==> src/hbridge_pkg.sv <==
// Shared constants for the H-bridge serial control link and its two ends.
// Assumes a single 100 MHz system clock at both ends.
package hbridge_pkg;

	// ==========================================================
	// Timing
	localparam int CLK_PERIOD_NS    = 10;
	localparam int SCLK_PERIOD_NS   = 160;
	localparam int SCLK_HALF_CYCLES = SCLK_PERIOD_NS / (2 * CLK_PERIOD_NS);
	localparam int DEAD_BASE_NS     = 200;
	localparam int DEAD_BASE_CYCLES =
		(DEAD_BASE_NS + CLK_PERIOD_NS - 1) / CLK_PERIOD_NS;
	localparam int DEAD_W           = 8;

	// ==========================================================
	// Serial word layout
	localparam int WORD_W  = 16;
	localparam int CNT_W   = 5;
	localparam int WR_BIT  = 15;
	localparam int ADDR_HI = 14;
	localparam int ADDR_LO = 13;
	localparam int ADDR_W  = 2;
	localparam int DATA_W  = 13;

	// ==========================================================
	// Internal registers
	localparam logic [ADDR_W-1:0] ADDR_FAULT = 2'h0;
	localparam logic [ADDR_W-1:0] ADDR_MASK  = 2'h1;
	localparam logic [ADDR_W-1:0] ADDR_SLEW  = 2'h2;
	localparam int FAULT_W = 8;
	localparam int SLEW_W  = 3;
	localparam logic [FAULT_W-1:0] MASK_RESET = 8'hFF;
	localparam logic [SLEW_W-1:0]  SLEW_RESET = 3'h3;

	// ==========================================================
	// Device pin synchroniser lanes
	localparam int PIN_CS    = 0;
	localparam int PIN_SCLK  = 1;
	localparam int PIN_MOSI  = 2;
	localparam int PIN_SLEEP = 3;
	localparam int PIN_DIS   = 4;
	localparam int PIN_DIRA  = 5;
	localparam int PIN_DIRB  = 6;
	localparam int PIN_COUNT = 7;
	localparam logic [PIN_COUNT-1:0] PIN_RESET = 7'h01;

	// ==========================================================
	// Host side
	localparam int FIFO_DEPTH = 8;

	typedef enum logic [2:0] {
		HOST_IDLE  = 3'h0,
		HOST_LEAD  = 3'h1,
		HOST_HIGH  = 3'h3,
		HOST_LOW   = 3'h2,
		HOST_TRAIL = 3'h6
	} host_state_t;

endpackage

==> src/hbridge_link_if.sv <==
// Pin-level link between the host controller and the bridge device.
// Assumes both ends run from the same system clock and reset.
`timescale 1ns/1ps
`default_nettype none

interface hbridge_link_if;
	logic csN;
	logic sclk;
	logic mosi;
	logic misoOut;
	logic misoOe;
	logic miso;
	logic sleepEnableInput;
	logic outputDisableInput;
	logic directionInputA;
	logic directionInputB;
	logic faultFlagNOut;
	logic faultFlagNOe;
	logic faultFlagN;

	// ==========================================================
	// Wire resolution: pull-ups on idle lines
	assign miso       = misoOe ? misoOut : 1'b1;
	assign faultFlagN = faultFlagNOe ? faultFlagNOut : 1'b1;

	modport device (
		input  csN, sclk, mosi, sleepEnableInput, outputDisableInput,
		input  directionInputA, directionInputB,
		output misoOut, misoOe, faultFlagNOut, faultFlagNOe
	);

	modport host (
		output csN, sclk, mosi, sleepEnableInput, outputDisableInput,
		output directionInputA, directionInputB,
		input  miso, faultFlagN
	);
endinterface

`default_nettype wire

==> src/hbridge_spi_device.sv <==
// Bridge device end: serial slave, pin modes, gate drive, fault flag.
// Assumes the link carries host pins; fault conditions come from logic
// on clk_sys.
`timescale 1ns/1ps
`default_nettype none

// Behaviour
// - Sample MOSI on SCLK fall, change MISO on rise
// - Outgoing word leaves MSB first
// - Incoming word arrives MSB first
// - After 16 bits MISO echoes MOSI
// - Echo lasts until chip select rises
// - MISO driven only while chip select low
// - Select fall loads previously addressed register
// - Select rise commits word to addressed register
// - Daisy-chain slave through MOSI-to-MISO echo
// - Host drives MOSI only while selected; host here drives it always, holding its last level
// - Sleep enable low: drivers off, sleep
// - Sleep enable high: normal operation
// - Disable high: drivers off, standby only
// - Disable low does not inhibit outputs
// - Never both transistors of one leg
// - Direction inputs steer the drive
// - Direction change passes through dead time
// - Slew register sets switching timing
// - Masked active fault pulls flag low
// - Fault flag only pulls low
module hbridge_spi_device
	import hbridge_pkg::*;
#(
	parameter int DEAD_BASE = DEAD_BASE_CYCLES
) (
	// Clock and reset
	input  wire logic               clk_sys,
	input  wire logic               rstn,
	// Link to the host
	hbridge_link_if.device          link,
	// Fault sources
	input  wire logic [FAULT_W-1:0] faultCond,
	// Bridge drive
	output logic      [1:0]         highSideOn,
	output logic      [1:0]         lowSideOn,
	output logic      [SLEW_W-1:0]  slewSetting,
	// Mode
	output logic                    sleepMode,
	output logic                    standbyMode
);

	// ==========================================================
	// Pin synchronisers
	logic [PIN_COUNT-1:0] sync1;
	logic [PIN_COUNT-1:0] sync2;
	logic [PIN_COUNT-1:0] sync3;
	logic [PIN_COUNT-1:0] clean;
	logic [PIN_COUNT-1:0] cleanPrev;
	logic [PIN_COUNT-1:0] pinRaw;

	assign pinRaw = {link.directionInputB, link.directionInputA,
		link.outputDisableInput, link.sleepEnableInput,
		link.mosi, link.sclk, link.csN};

	genvar p;
	generate
		for (p = 0; p < PIN_COUNT; p++) begin : g_sync
			always_ff @(posedge clk_sys or negedge rstn) begin
				if (!rstn) begin
					sync1[p] <= PIN_RESET[p];
					sync2[p] <= PIN_RESET[p];
					sync3[p] <= PIN_RESET[p];
					clean[p] <= PIN_RESET[p];
					cleanPrev[p] <= PIN_RESET[p];
				end else begin
					sync1[p] <= pinRaw[p];
					sync2[p] <= sync1[p];
					sync3[p] <= sync2[p];
					// A level counts once two stages agree
					if (sync2[p] == sync3[p]) begin
						clean[p] <= sync3[p];
					end
					cleanPrev[p] <= clean[p];
				end
			end
		end
	endgenerate

	// ==========================================================
	// Frame and clock edges
	logic selected;
	logic csFall;
	logic csRise;
	logic sclkRise;
	logic sclkFall;

	// Clock edges outside a frame are ignored
	assign selected = ~clean[PIN_CS];
	assign csFall   = cleanPrev[PIN_CS] & ~clean[PIN_CS];
	assign csRise   = ~cleanPrev[PIN_CS] & clean[PIN_CS];
	assign sclkRise = selected & ~cleanPrev[PIN_SCLK] & clean[PIN_SCLK];
	assign sclkFall = selected & cleanPrev[PIN_SCLK] & ~clean[PIN_SCLK];

	// ==========================================================
	// Internal registers
	logic [FAULT_W-1:0] faultMask;
	logic [SLEW_W-1:0]  slewReg;
	logic [ADDR_W-1:0]  prevAddr;
	logic [WORD_W-1:0]  shiftReg;
	logic [CNT_W-1:0]   bitCnt;
	logic               misoBit;
	logic [WORD_W-1:0]  readback;
	logic               fullWord;

	assign fullWord = (bitCnt == CNT_W'(WORD_W));

	always_comb begin
		readback = '0;
		readback[ADDR_HI:ADDR_LO] = prevAddr;
		unique case (prevAddr)
			ADDR_FAULT: readback[FAULT_W-1:0] = faultCond;
			ADDR_MASK:  readback[FAULT_W-1:0] = faultMask;
			ADDR_SLEW:  readback[SLEW_W-1:0]  = slewReg;
			default:    readback[FAULT_W-1:0] = '0;
		endcase
	end

	// Bit counter saturates: with a daisy chain the last 16 bits win
	always_ff @(posedge clk_sys or negedge rstn) begin
		if (!rstn) begin
			bitCnt <= '0;
		end else if (csFall) begin
			bitCnt <= '0;
		end else if (sclkFall && !fullWord) begin
			bitCnt <= bitCnt + CNT_W'(1);
		end
	end

	always_ff @(posedge clk_sys or negedge rstn) begin
		if (!rstn) begin
			shiftReg <= '0;
		end else if (csFall) begin
			shiftReg <= readback;
		end else if (sclkFall) begin
			shiftReg <= {shiftReg[WORD_W-2:0], clean[PIN_MOSI]};
		end
	end

	// Once the status bits are gone the shifter holds received bits,
	// so the same path yields the echo and passes data down a chain
	always_ff @(posedge clk_sys or negedge rstn) begin
		if (!rstn) begin
			misoBit <= 1'b0;
		end else if (csFall) begin
			misoBit <= readback[WORD_W-1];
		end else if (sclkRise) begin
			misoBit <= shiftReg[WORD_W-1];
		end
	end

	always_ff @(posedge clk_sys or negedge rstn) begin
		if (!rstn) begin
			faultMask <= MASK_RESET;
			slewReg   <= SLEW_RESET;
			prevAddr  <= ADDR_FAULT;
		end else if (csRise && fullWord) begin
			prevAddr <= shiftReg[ADDR_HI:ADDR_LO];
			if (shiftReg[WR_BIT]) begin
				unique case (shiftReg[ADDR_HI:ADDR_LO])
					ADDR_MASK: faultMask <= shiftReg[FAULT_W-1:0];
					ADDR_SLEW: slewReg <= shiftReg[SLEW_W-1:0];
					default: ;
				endcase
			end
		end
	end

	assign link.misoOut = misoBit;
	assign link.misoOe  = selected;

	// ==========================================================
	// Modes
	logic bridgeActive;

	assign bridgeActive = clean[PIN_SLEEP] & ~clean[PIN_DIS];

	always_ff @(posedge clk_sys or negedge rstn) begin
		if (!rstn) begin
			sleepMode   <= 1'b1;
			standbyMode <= 1'b0;
		end else begin
			sleepMode   <= ~clean[PIN_SLEEP];
			standbyMode <= clean[PIN_SLEEP] & clean[PIN_DIS];
		end
	end

	// ==========================================================
	// Gate drive with dead time per leg
	logic [DEAD_W-1:0] deadCycles;

	// Slower slew codes stretch the blanking between the two switches
	assign deadCycles = DEAD_W'(DEAD_BASE * (int'(slewReg) + 1));
	assign slewSetting = slewReg;

	genvar l;
	generate
		for (l = 0; l < 2; l++) begin : g_leg
			localparam int PIN_DIR = (l == 0) ? PIN_DIRA : PIN_DIRB;
			logic [DEAD_W-1:0] deadCnt;
			logic              dirChange;
			logic              gateOk;

			assign dirChange = clean[PIN_DIR] ^ cleanPrev[PIN_DIR];
			assign gateOk = bridgeActive & ~dirChange &
				(deadCnt == '0);

			always_ff @(posedge clk_sys or negedge rstn) begin
				if (!rstn) begin
					deadCnt <= '0;
				end else if (dirChange) begin
					deadCnt <= deadCycles;
				end else if (deadCnt != '0) begin
					deadCnt <= deadCnt - DEAD_W'(1);
				end
			end

			// Both gates decode one level, so they can never overlap
			always_ff @(posedge clk_sys or negedge rstn) begin
				if (!rstn) begin
					highSideOn[l] <= 1'b0;
					lowSideOn[l]  <= 1'b0;
				end else begin
					highSideOn[l] <= gateOk & clean[PIN_DIR];
					lowSideOn[l]  <= gateOk & ~clean[PIN_DIR];
				end
			end
		end
	endgenerate

	// ==========================================================
	// Fault flag
	logic faultPull;

	always_ff @(posedge clk_sys or negedge rstn) begin
		if (!rstn) begin
			faultPull <= 1'b0;
		end else begin
			faultPull <= |(faultCond & faultMask);
		end
	end

	assign link.faultFlagNOut = 1'b0;
	assign link.faultFlagNOe  = faultPull;

endmodule

`default_nettype wire

==> src/flat_wrapper.sv <==
// flat-port wrapper written by rule: the top's interface ports become plain ports
module hbridge_spi_device_flat import hbridge_pkg::*;
#(
	parameter int DEAD_BASE = DEAD_BASE_CYCLES
)
  (clk_sys, rstn, faultCond, highSideOn, lowSideOn, slewSetting, sleepMode, standbyMode, link_csN, link_sclk, link_mosi, link_sleepEnableInput, link_outputDisableInput, link_directionInputA, link_directionInputB, link_misoOut, link_misoOe, link_faultFlagNOut, link_faultFlagNOe);
  hbridge_link_if link_i ();
  input  wire logic clk_sys;
  input  wire logic rstn;
  input  wire logic [FAULT_W-1:0] faultCond;
  output logic      [1:0] highSideOn;
  output logic      [1:0] lowSideOn;
  output logic      [SLEW_W-1:0] slewSetting;
  output logic sleepMode;
  output logic standbyMode;
  input wire logic [$bits(link_i.csN)-1:0] link_csN;
  input wire logic [$bits(link_i.sclk)-1:0] link_sclk;
  input wire logic [$bits(link_i.mosi)-1:0] link_mosi;
  input wire logic [$bits(link_i.sleepEnableInput)-1:0] link_sleepEnableInput;
  input wire logic [$bits(link_i.outputDisableInput)-1:0] link_outputDisableInput;
  input wire logic [$bits(link_i.directionInputA)-1:0] link_directionInputA;
  input wire logic [$bits(link_i.directionInputB)-1:0] link_directionInputB;
  output wire logic [$bits(link_i.misoOut)-1:0] link_misoOut;
  output wire logic [$bits(link_i.misoOe)-1:0] link_misoOe;
  output wire logic [$bits(link_i.faultFlagNOut)-1:0] link_faultFlagNOut;
  output wire logic [$bits(link_i.faultFlagNOe)-1:0] link_faultFlagNOe;
  assign link_i.csN = link_csN;
  assign link_i.sclk = link_sclk;
  assign link_i.mosi = link_mosi;
  assign link_i.sleepEnableInput = link_sleepEnableInput;
  assign link_i.outputDisableInput = link_outputDisableInput;
  assign link_i.directionInputA = link_directionInputA;
  assign link_i.directionInputB = link_directionInputB;
  assign link_misoOut = link_i.misoOut;
  assign link_misoOe = link_i.misoOe;
  assign link_faultFlagNOut = link_i.faultFlagNOut;
  assign link_faultFlagNOe = link_i.faultFlagNOe;
  hbridge_spi_device #(.DEAD_BASE(DEAD_BASE)) u_core (.clk_sys(clk_sys), .rstn(rstn), .link(link_i), .faultCond(faultCond), .highSideOn(highSideOn), .lowSideOn(lowSideOn), .slewSetting(slewSetting), .sleepMode(sleepMode), .standbyMode(standbyMode));
endmodule
==> config.mk <==
export PLATFORM = sky130hd
export DESIGN_NAME = hbridge_spi_device_flat
export DESIGN_NICKNAME = d
export VERILOG_FILES = /design/src/hbridge_pkg.sv /design/src/hbridge_link_if.sv /design/src/hbridge_spi_device.sv /design/src/flat_wrapper.sv
export SDC_FILE = /design/constraint.sdc
export NUM_CORES = 1
export LEC_CHECK = 0
export BUFFER_PORTS_ARGS = -buffer_cell sky130_fd_sc_hd__buf_2
export CORE_AREA = 4 4 63 123
export DETAILED_ROUTE_END_ITERATION = 10
export DIE_AREA = 0 0 67 127
export MAX_ROUTING_LAYER = met4
export PLACE_DENSITY = 0.77
export SYNTH_ARGS = -nofsm -noshare
export SYNTH_HDL_FRONTEND = slang
export SYNTH_SLANG_ARGS = --single-unit
export TNS_END_PERCENT = 100
==> constraint.sdc <==
create_clock -name clk_sys -period 2.4 [get_ports clk_sys]
set_input_delay 0.24 -clock clk_sys [delete_from_list [all_inputs] [get_ports clk_sys]]
set_output_delay 0.24 -clock clk_sys [all_outputs]
set_load 0.1 [all_outputs]
After elaboration in Yosys (flattened, before gate mapping)
Index checks and enable logic that the tools add are counted.
{"block": "word_totals", "reg_bits": 90, "input_bits": 17, "out_inout_bits": 13}
{"block": "classes", "add_sub_neg": 4, "multipliers": 1, "n_eq_ne": 12, "n_mux": 12, "bitwise": 29, "reduce_logical": 16}
{"op": "multiplier 4 x 32 -> 6 bit, first input constant", "count": 1}
{"op": "2-to-1 mux 16 bit", "count": 2}
{"op": "2-to-1 mux 8 bit", "count": 4}
{"op": "AND 1 bit", "count": 16}
{"op": "logical NOT 8 bit", "count": 2}
{"op": "nonzero test 8 bit", "count": 2}
{"op": "subtractor 8 x 1 -> 8 bit, second input constant", "count": 2}
{"op": "2-to-1 mux 5 bit", "count": 2}
{"op": "NOT 1 bit", "count": 10}
{"op": "one-hot mux 5 bit (2 select lines)", "count": 1}
{"op": "nonzero test 2 bit", "count": 5}
{"op": "one-hot mux 3 bit (3 select lines)", "count": 1}
{"op": "AND 8 bit", "count": 1}
{"op": "OR reduction 8 bit", "count": 1}
{"op": "== test 1 bit", "count": 7}
{"op": "AND reduction 3 bit", "count": 2}
{"op": "adder 5 x 1 -> 5 bit, second input constant", "count": 1}
{"op": "== test 5 bit, second input constant", "count": 1}
{"op": "adder 3 x 1 -> 4 bit, second input constant", "count": 1}
{"op": "== test 2 x 1 -> 1 bit, second input constant", "count": 2}
{"op": "== test 2 bit, second input constant", "count": 2}
{"op": "logical AND 1 bit", "count": 2}
{"op": "logical NOT 2 bit", "count": 1}
{"op": "2-to-1 mux 1 bit", "count": 2}
{"op": "other kinds (2)", "count": 3}

Longest topological paths before layout
Gate-level depths: netlist (run 1).
{"block": "logic_depth", "word_depth": 6, "depth_mapped": 7, "depth_no_buf": 7}

Worst setup path after synthesis (run 1)
No wires, ideal clock.
{"block": "synth_path", "kind": "register -> register", "startpoint": "register u_core.slewReg[0] (netlist: u_core.slewSetting[0])", "endpoint": "register u_core.g_leg[1].deadCnt[6]", "setup_time_ps": 142, "arrival_ps": 2122, "t_required_ps": 2258, "slack_ps": 136, "path_stages_with_launch": 7, "path_buffers": 0, "cell_sequence": "dfstp_2 > ha_1 > ha_1 > ha_1 > xor2_1 > xnor2_1 > o22ai_1"}
{"block": "synth_via", "elab_chain_len": 3}
{"element": "from (decl)", "line": "hbridge_spi_device.sv:104", "source": "logic [SLEW_W-1:0] slewReg;"}
{"element": "from (signal assigned)", "line": "hbridge_spi_device.sv:168", "source": "ADDR_SLEW: slewReg <= shiftReg[SLEW_W-1:0];"}
{"element": "adder 3 x 1 -> 4 bit", "line": "hbridge_spi_device.sv:199", "source": "assign deadCycles = DEAD_W'(DEAD_BASE * (int'(slewReg) + 1));"}
{"element": "multiplier 4 x 32 -> 6 bit", "line": "hbridge_spi_device.sv:199"}
{"element": "2-to-1 mux 8 bit", "line": "hbridge_spi_device.sv:217", "source": "end else if (dirChange) begin"}
{"element": "to (signal assigned)", "line": "hbridge_spi_device.sv:218", "source": "deadCnt <= deadCycles;"}
{"element": "to (signal assigned)", "line": "hbridge_spi_device.sv:220", "source": "deadCnt <= deadCnt - DEAD_W'(1);"}
{"element": "to (decl)", "line": "hbridge_spi_device.sv:206", "source": "logic [DEAD_W-1:0] deadCnt;"}
Every way passes these cells.
A chain may end at the register's enable or synchronous reset.

Final worst setup path (run 1)
{"block": "layout_path", "startpoint": "register u_core.bitCnt[0]", "endpoint": "register u_core.faultMask[5]"}
{"block": "layout_via", "elab_chain_len": 3}
{"element": "from (decl)", "line": "hbridge_spi_device.sv:107", "source": "logic [CNT_W-1:0] bitCnt;"}
{"element": "from (signal assigned)", "line": "hbridge_spi_device.sv:132", "source": "bitCnt <= bitCnt + CNT_W'(1);"}
{"element": "== test 5 bit", "line": "hbridge_spi_device.sv:112", "source": "assign fullWord = (bitCnt == CNT_W'(WORD_W));"}
{"element": "logical AND 1 bit", "line": "hbridge_spi_device.sv:163", "source": "end else if (csRise && fullWord) begin"}
{"element": "AND reduction 3 bit (no line)"}
{"element": "to (signal assigned)", "line": "hbridge_spi_device.sv:167", "source": "ADDR_MASK: faultMask <= shiftReg[FAULT_W-1:0];"}
{"element": "to (decl)", "line": "hbridge_spi_device.sv:103", "source": "logic [FAULT_W-1:0] faultMask;"}
Every way passes these cells.

==> summary.txt, run 1 <==
Run status
  – Status: finished clean

Detailed routing
  – Routed len/inst: 16.2 µm
  – Via count: 2722
  – Overall routed net length: 7540 µm
  – Initial DRC Count: 177
  – First drt pass iteration count: 4
  – DRC viols: 0
  – Vias per Instance: 5.85
  – Routed Antenna Nets: 0

Placed design
  – Port bufs: 28
  – Placed cell count: 444
  – Global placement routability congestion: 0.872
  – Placement Setup Slack: 0.363 ns
  – HPWL reported at the end of detailed placement: 5280 µm

STA
  – Fin crit period: 2.06 ns
  – F_max: 0.484 GHz
  – Worst slew pin tran: 0.669 ns
  – Slew HR: 55.1%
  – Setup TNS: 0 ns
  – RSZ-0062 raised after global routing: false
  – Setup slack after layout: 0.336 ns
  – Setup-failing EPs final: 0
  – Max-slew violation count: 0
  – Final hold viol count: 0
  – Clk_skew: 0.00456 ns
  – Tcrit/Tclk final: 86.0%

Critical path
  – Worst Setup End Kind: register
  – Crit Path Max Fanout: 8
  – Crit path cell chain: inv_1 > ha_1 > nand4bb_1 > nor4_4 > mux2_2
  – CP max-delay cell: nor4_4
  – Crit path DAT: approximately 2.3 ns
  – Launching point of the worst reg2reg path: u_core.bitCnt[0]
  – CP max stage delay: ~0.62 ns
  – CP startpoint kind: register
  – Critical path type: reg -> reg
  – Reg-to-Reg End: u_core.faultMask[5]
  – FF-to-FF setup slack: around 0.34 ns
  – Req. time, crit path: 2.66 ns
  – Worst-case reg-to-reg path depth: 5

Yosys
  – Synth Instances: about 340
  – Mean Syn Cell Area: 11.7 µm²
  – Yosys warns: 0
  – Ys async rst share: 100%
  – EDFF count, synth: 0
  – Main synth FF type: dfrtp_1
  – Distinct cells, synth: 49
  – Post-Syn Area: 3940 µm²
  – Yosys reg bits: 90
  – Post-synthesis sequential area ratio: 57.6%
  – Syn_nets: around 360

Finish
  – Area delta synth->final: 14.8%
  – Final nets: 397
  – # fillers: 530
  – Layout cells sized above 1: 23.5%
  – Reg area: 2270 µm²
  – Cell Count, Final, Fillers Out: 465
  – Multi-input logic area: 1570 µm²
  – # diodes: 0

Global route
  – Vias in the first global route: 2709
  – Number of antenna violations at the first check in global routing: 0
  – First-pass GRT wire length: between 10000 and 15000 µm
  – Grt ovf: 0
  – GRT Total Usage: 20.8%
  – Pin count of the biggest net entering global routing: 48

Floorplan
  – I/O pin cnt: 30
  – Die width: 67 µm
  – # rows: 43
  – Die area: 8510 µm²
  – Initial Utilization: between 50 and 60%
  – Die H: 127 µm
  – Placeable core area: about 6800 µm²

Clocking
  – CTS-repair resized insts: 0
  – Reg clk slew, reported paths: 0.06 ns
  – CTS Sinks: 90
  – H-tree Lvls: 3
  – Clock buffer depth: 2
  – # Post-CTS Setup Buffers: 0
  – CTS tree: yes
  – Root Driver: clkbuf_16
  – Cts hold-fix bufs: 5
  – Clock Latency Late Sink: 0.33 ns
  – Total CTS buffers: 9

Pwr
  – Pleak: 1.99 nW
  – Max IR drop VDD: slightly below 0.6 mV
  – Power per cell area: a little over 900 nW/µm²

Run
  – Max-cap violations: 0

Hold path
  – Hold Path Stages: 1
  – Hold EP: u_core.sync1[2]
  – Hold Startpoint: link_mosi
  – Worst min-delay path class: in -> reg
how the worst max path moves through the flow:
stage | from | end | slack, ns | depth (start not counted)
after floorplan | u_core.slewSetting[0] | u_core.g_leg[1].deadCnt[6] | 0.14 | 6
after global placement | u_core.bitCnt[0] | u_core.faultMask[2] | 0.46 | 5
after detailed placement | u_core.slewSetting[0] | u_core.g_leg[1].deadCnt[6] | 0.36 | 6
after CTS | u_core.bitCnt[0] | u_core.faultMask[4] | 0.34 | 5
after global routing | u_core.bitCnt[0] | u_core.faultMask[6] | 0.20 | 5
final | u_core.bitCnt[0] | u_core.faultMask[5] | 0.34 | 5
synthesized netlist by cell type (all sizes together), types with 7 or more instances:
master / instances / share of area [%]
ha: 10 / 3.2
nand2: 31 / 3.0
xnor2: 7 / 1.6
nor2: 7 / 0.67
inv: 10 / 0.95
dfstp: 16 / 11
clkbuf: 11 / 1.1
o21ai: 15 / 1.9
a21oi: 12 / 1.5
maj3: 7 / 1.8
nor3: 13 / 1.7
dfrtp: 74 / 47
mux2: 17 / 4.9
nand3: 8 / 1.0
area by class of cell:
type,instances,share of cell area [%]
Timing Repair Buffer,38,5.09
Clock buffer,11,5.36
Clock inverter,5,1.35
Sequential cell,90,50.2
Multi-Input combinational cell,221,34.7
Tap cell,90,2.49
Inverter,10,0.829
flip-flops by register name (all words and copies together), names as in the netlist, 2 cells and up:
register,count
u_core.bitCnt,5
u_core.clean,7
u_core.sync1,7
u_core.g_leg.deadCnt,16
u_core.sync2,7
u_core.faultMask,8
u_core.shiftReg,16
u_core.prevAddr,2
u_core.sync3,7
u_core.lowSideOn,2
u_core.highSideOn,2
u_core.cleanPrev,4
u_core.slewSetting,3
per-stage QoR:
| step | utilization, % | cell area [µm²] | hold slack (ns) | power [mW] |
|---|---|---|---|---|
| 2_1_floorplan | - | 3940 | -0.0556 | 2.54 |
| 3_3_place_gp | 61.1 | 4170 | 0.276 | 2.71 |
| 3_5_place_dp | 61.1 | 4170 | 0.286 | 2.77 |
| 4_1_cts | 66.3 | 4530 | 0.00167 | 4.20 |
| 5_1_grt | 66.3 | 4530 | 0.00283 | 4.41 |
| 6_report | 66.3 | 4530 | 0.0126 | 4.16 |
power by group:
part,switching (mW),internal [mW],leakage (nW)
clock,0.563,0.842,0.151
combinational,0.469,0.354,0.744
sequential,0.219,1.71,1.09
worst max-delay path: cells and delay by family, from the launching register on:
family	cells	cell delay, ns
adder cells (fa/ha/maj)	1	0.19
buffers and inverters	1	0.09
flip-flops	1	0.41
multiplexers	1	0.40
AND/OR/NAND/NOR	2	0.89
placed cells by master (no fill, tap or decap), types with 6 or more instances in the layout:
master	instances
nand2_1	31
nand3_1	8
xnor2_1	7
xor2_1	6
nor2_1	7
buf_2	27
clkbuf_16	9
dfrtp_1	74
inv_1	10
mux2_2	17
a21oi_1	12
buf_4	6
maj3_1	7
a31oi_1	6
ha_1	10
o21ai_0	15
dfstp_2	16
nor3_1	13
o31ai_1	6
mux2i_1	6
metal layers:
| layer | vias up | GRT usage (%) | wire (µm) |
|---|---|---|---|
| met5 | - | - | 0 |
| met4 | 0 | 10.4 | 199 |
| met3 | 16 | 5.10 | 351 |
| met2 | 67 | 29.4 | 3760 |
| met1 | 1360 | 28.0 | 3230 |
| li1 | 1279 | - | - |
cells by family (layout without fill, tap and decap cells):
kind of cell	after synthesis	after routing	synth area share, %
AO/OA/AOI/OAI	62	62	10.3
flip-flops	90	90	57.6
multiplexers	23	23	6.38
other	1	1	0.0951
buffers and inverters	25	64	2.54
adder cells (fa/ha/maj)	17	17	4.95
XOR/XNOR	13	13	2.89
AND/OR/NAND/NOR	105	105	15.2
(Power assumes the default switching activity.)
==> run 2: changes to the inputs <==
Settings changed: CORE_AREA 4 4 63 123 to 4 4 87 89, DIE_AREA 0 0 67 127 to 0 0 91 93.
==> summary.txt, run 2 (synthesized netlist as in run 1, its figures left out) <==
Global route
  – Pin count of the biggest net entering global routing: 48
  – GRT Total Usage: 19.7%
  – Grt ovf: 0
  – First-pass GRT wire length: ~13000 µm
  – Vias in the first global route: 2669
  – Number of antenna violations at the first check in global routing: 0

Critical path
  – Critical path type: reg -> reg
  – Req. time, crit path: 2.69 ns
  – Crit path DAT: about 2.3 ns
  – CP startpoint: u_core.bitCnt[0]
  – CP startpoint kind: register
  – Crit Path Max Fanout: 8
  – Worst Setup End Kind: register
  – CP bufs+invs: 1
  – Worst-case reg-to-reg path depth: 5
  – Critical path's top delay family: simple AND/OR/NAND/NOR gates
  – CP endpoint: u_core.faultMask[0]
  – Crit path cell chain: inv_1 > ha_1 > nand4bb_1 > nor4_4 > mux2_2
  – Reg-to-Reg End: u_core.faultMask[0]
  – CP max stage delay: 0.63 ns
  – CP max-delay cell: nor4_4
  – Launching point of the worst reg2reg path: u_core.bitCnt[0]
  – Levels on crit path: 5
  – FF-to-FF setup slack: approximately 0.39 ns

Clocking
  – Root Driver: clkbuf_8
  – Clock buffer depth: 2
  – Total CTS buffers: 9
  – Reg clk slew, reported paths: 0.09 ns
  – CTS tree: yes
  – H-tree Lvls: 3
  – Clock Latency Late Sink: 0.36 ns
  – CTS Sinks: 90

Run status
  – Status: finished clean

Hold path
  – Worst min-delay path class: in -> reg
  – Hold Startpoint: faultCond[2]

STA
  – Setup TNS: 0 ns
  – Final hold viol count: 0
  – Tcrit/Tclk final: 83.9%
  – F_max: 0.496 GHz
  – Setup slack after layout: just under 0.4 ns
  – Setup-failing EPs final: 0
  – Slew HR: 53.5%
  – Max-slew violation count: 0
  – Fin crit period: 2.01 ns
  – RSZ-0062 raised after global routing: false
  – Worst slew pin tran: 0.693 ns
  – Clk_skew: 0.00798 ns

Detailed routing
  – Via count: 2729
  – First drt pass iteration count: 4
  – Routed len/inst: roughly 16 µm
  – Overall routed net length: ~7400 µm
  – Routed Antenna Nets: 0
  – Initial DRC Count: 161
  – Vias per Instance: 6.00
  – DRC viols: 0

Pwr
  – Sequential power share: between 40% and 50%
  – Pint: approximately 2.7 mW
  – Power per cell area: between 800 and 900 nW/µm²
  – Clk pwr share: 29.7%
  – Net switching power: about 1.2 mW
  – Pleak: 1.96 nW
  – Combinational share of power: a little over a fifth
  – Net Sw Frac: a little under a third
  – Max IR drop VDD: slightly above 0.4 mV

Floorplan
  – Die H: 93 µm
  – # rows: 30
  – I/O pin cnt: 30
  – Die width: 91 µm
  – Die area: roughly 8500 µm²
  – Initial Utilization: 58.4%
  – Placeable core area: roughly 6800 µm²

Finish
  – Final nets: 397
  – Layout cells sized above 1: between 20% and 30%
  – Multi-input logic area: 1570 µm²
  – # fillers: 483
  – Commonest non-fill, non-tap cell in the layout: dfrtp_1
  – Top flop regs: u_core.g_leg.deadCnt: 16 flops, u_core.shiftReg: 16 flops, u_core.faultMask: 8 flops
  – Reg area: 2270 µm²
  – Most frequent cells in the layout: dfrtp_1, nand2_1, buf_2
  – Util after Layout: 66.1%
  – Area delta synth->final: 13.2%
  – # diodes: 0

Placed design
  – Global placement routability congestion: 0.835
  – Placement Setup Slack: 0.380 ns
  – Port bufs: 28
  – HPWL reported at the end of detailed placement: 5150 µm

Run
  – Max-cap violations: 0
[run 2: cell types whose count changed in the layout (fill, tap and decap cells not counted), sizes merged]
cell,before,now
buf,33,30
dlygate4sd3,5,8
bufinv,1,2
clkbuf,11,10
[run 2: what timing repair did]
| action | 4_1_cts | 5_1_grt |
|---|---|---|
| gates resized for setup | 0 | 0 |
| hold buffers | 8 | 0 |
| endpoints found under the hold margin | 47 | 0 |
| buffers inserted | 0 | 0 |
[run 2: metal layers]
layer	vias to the layer above	GRT usage [%]	part of all wire, %
met5	-	-	0
met4	0	8.17	2.0
met3	15	3.38	3.4
met2	63	30.2	49
met1	1365	26.3	45
li1	1286	-	-
[run 2: metrics by stage]
stage	power (mW)	instances	hold WS (ns)	instance area (µm²)
3_5_place_dp	2.76	431	0.280	4150
2_1_floorplan	2.54	336	-0.0556	3940
4_1_cts	3.94	455	0.129	4460
3_3_place_gp	2.72	431	0.273	4150
5_1_grt	4.16	455	0.136	4460
6_report	3.92	455	0.134	4460
[run 2: worst min path at each step]
stage                               endpoint  slack [ns]  depth (start not counted)
floorplan                   u_core.bitCnt[0]       -0.06                          0
global placement         u_core.lowSideOn[0]        0.27                          1
detailed placement       u_core.lowSideOn[0]        0.28                          1
CTS                 u_core.link.faultFlagNOe        0.13                          3
global route        u_core.link.faultFlagNOe        0.14                          3
finish              u_core.link.faultFlagNOe        0.13                          3
[run 2: worst register-to-register path, delay by kind of cell (launching register included)]
| kind | cells | cell delay (ns) |
|---|---|---|
| buffers and inverters | 1 | 0.09 |
| muxes | 1 | 0.41 |
| and+or+nand+nor | 2 | 0.88 |
| DFF | 1 | 0.41 |
| adders and majority gates | 1 | 0.16 |
[run 2: power groups by stage]
| stage | clock network, mW | registers [mW] | logic [mW] |
|---|---|---|---|
| 6_report | 1.16 | 1.93 | 0.826 |
| 5_1_grt | 1.27 | 1.95 | 0.935 |
| 4_1_cts | 1.19 | 1.92 | 0.830 |
| 3_5_place_dp | 0 | 1.95 | 0.816 |
| 3_3_place_gp | 0 | 1.94 | 0.778 |
| 2_1_floorplan | 0 | 1.93 | 0.609 |
[run 2: final cells by class]
type | instances | share of cell area (%)
clock inverter | 6 | 2.13
tap | 80 | 2.24
sequential | 90 | 50.9
clock buffer | 10 | 3.08
inverter | 10 | 0.841
multi-input combinational | 221 | 35.2
timing repair buffer | 38 | 5.61
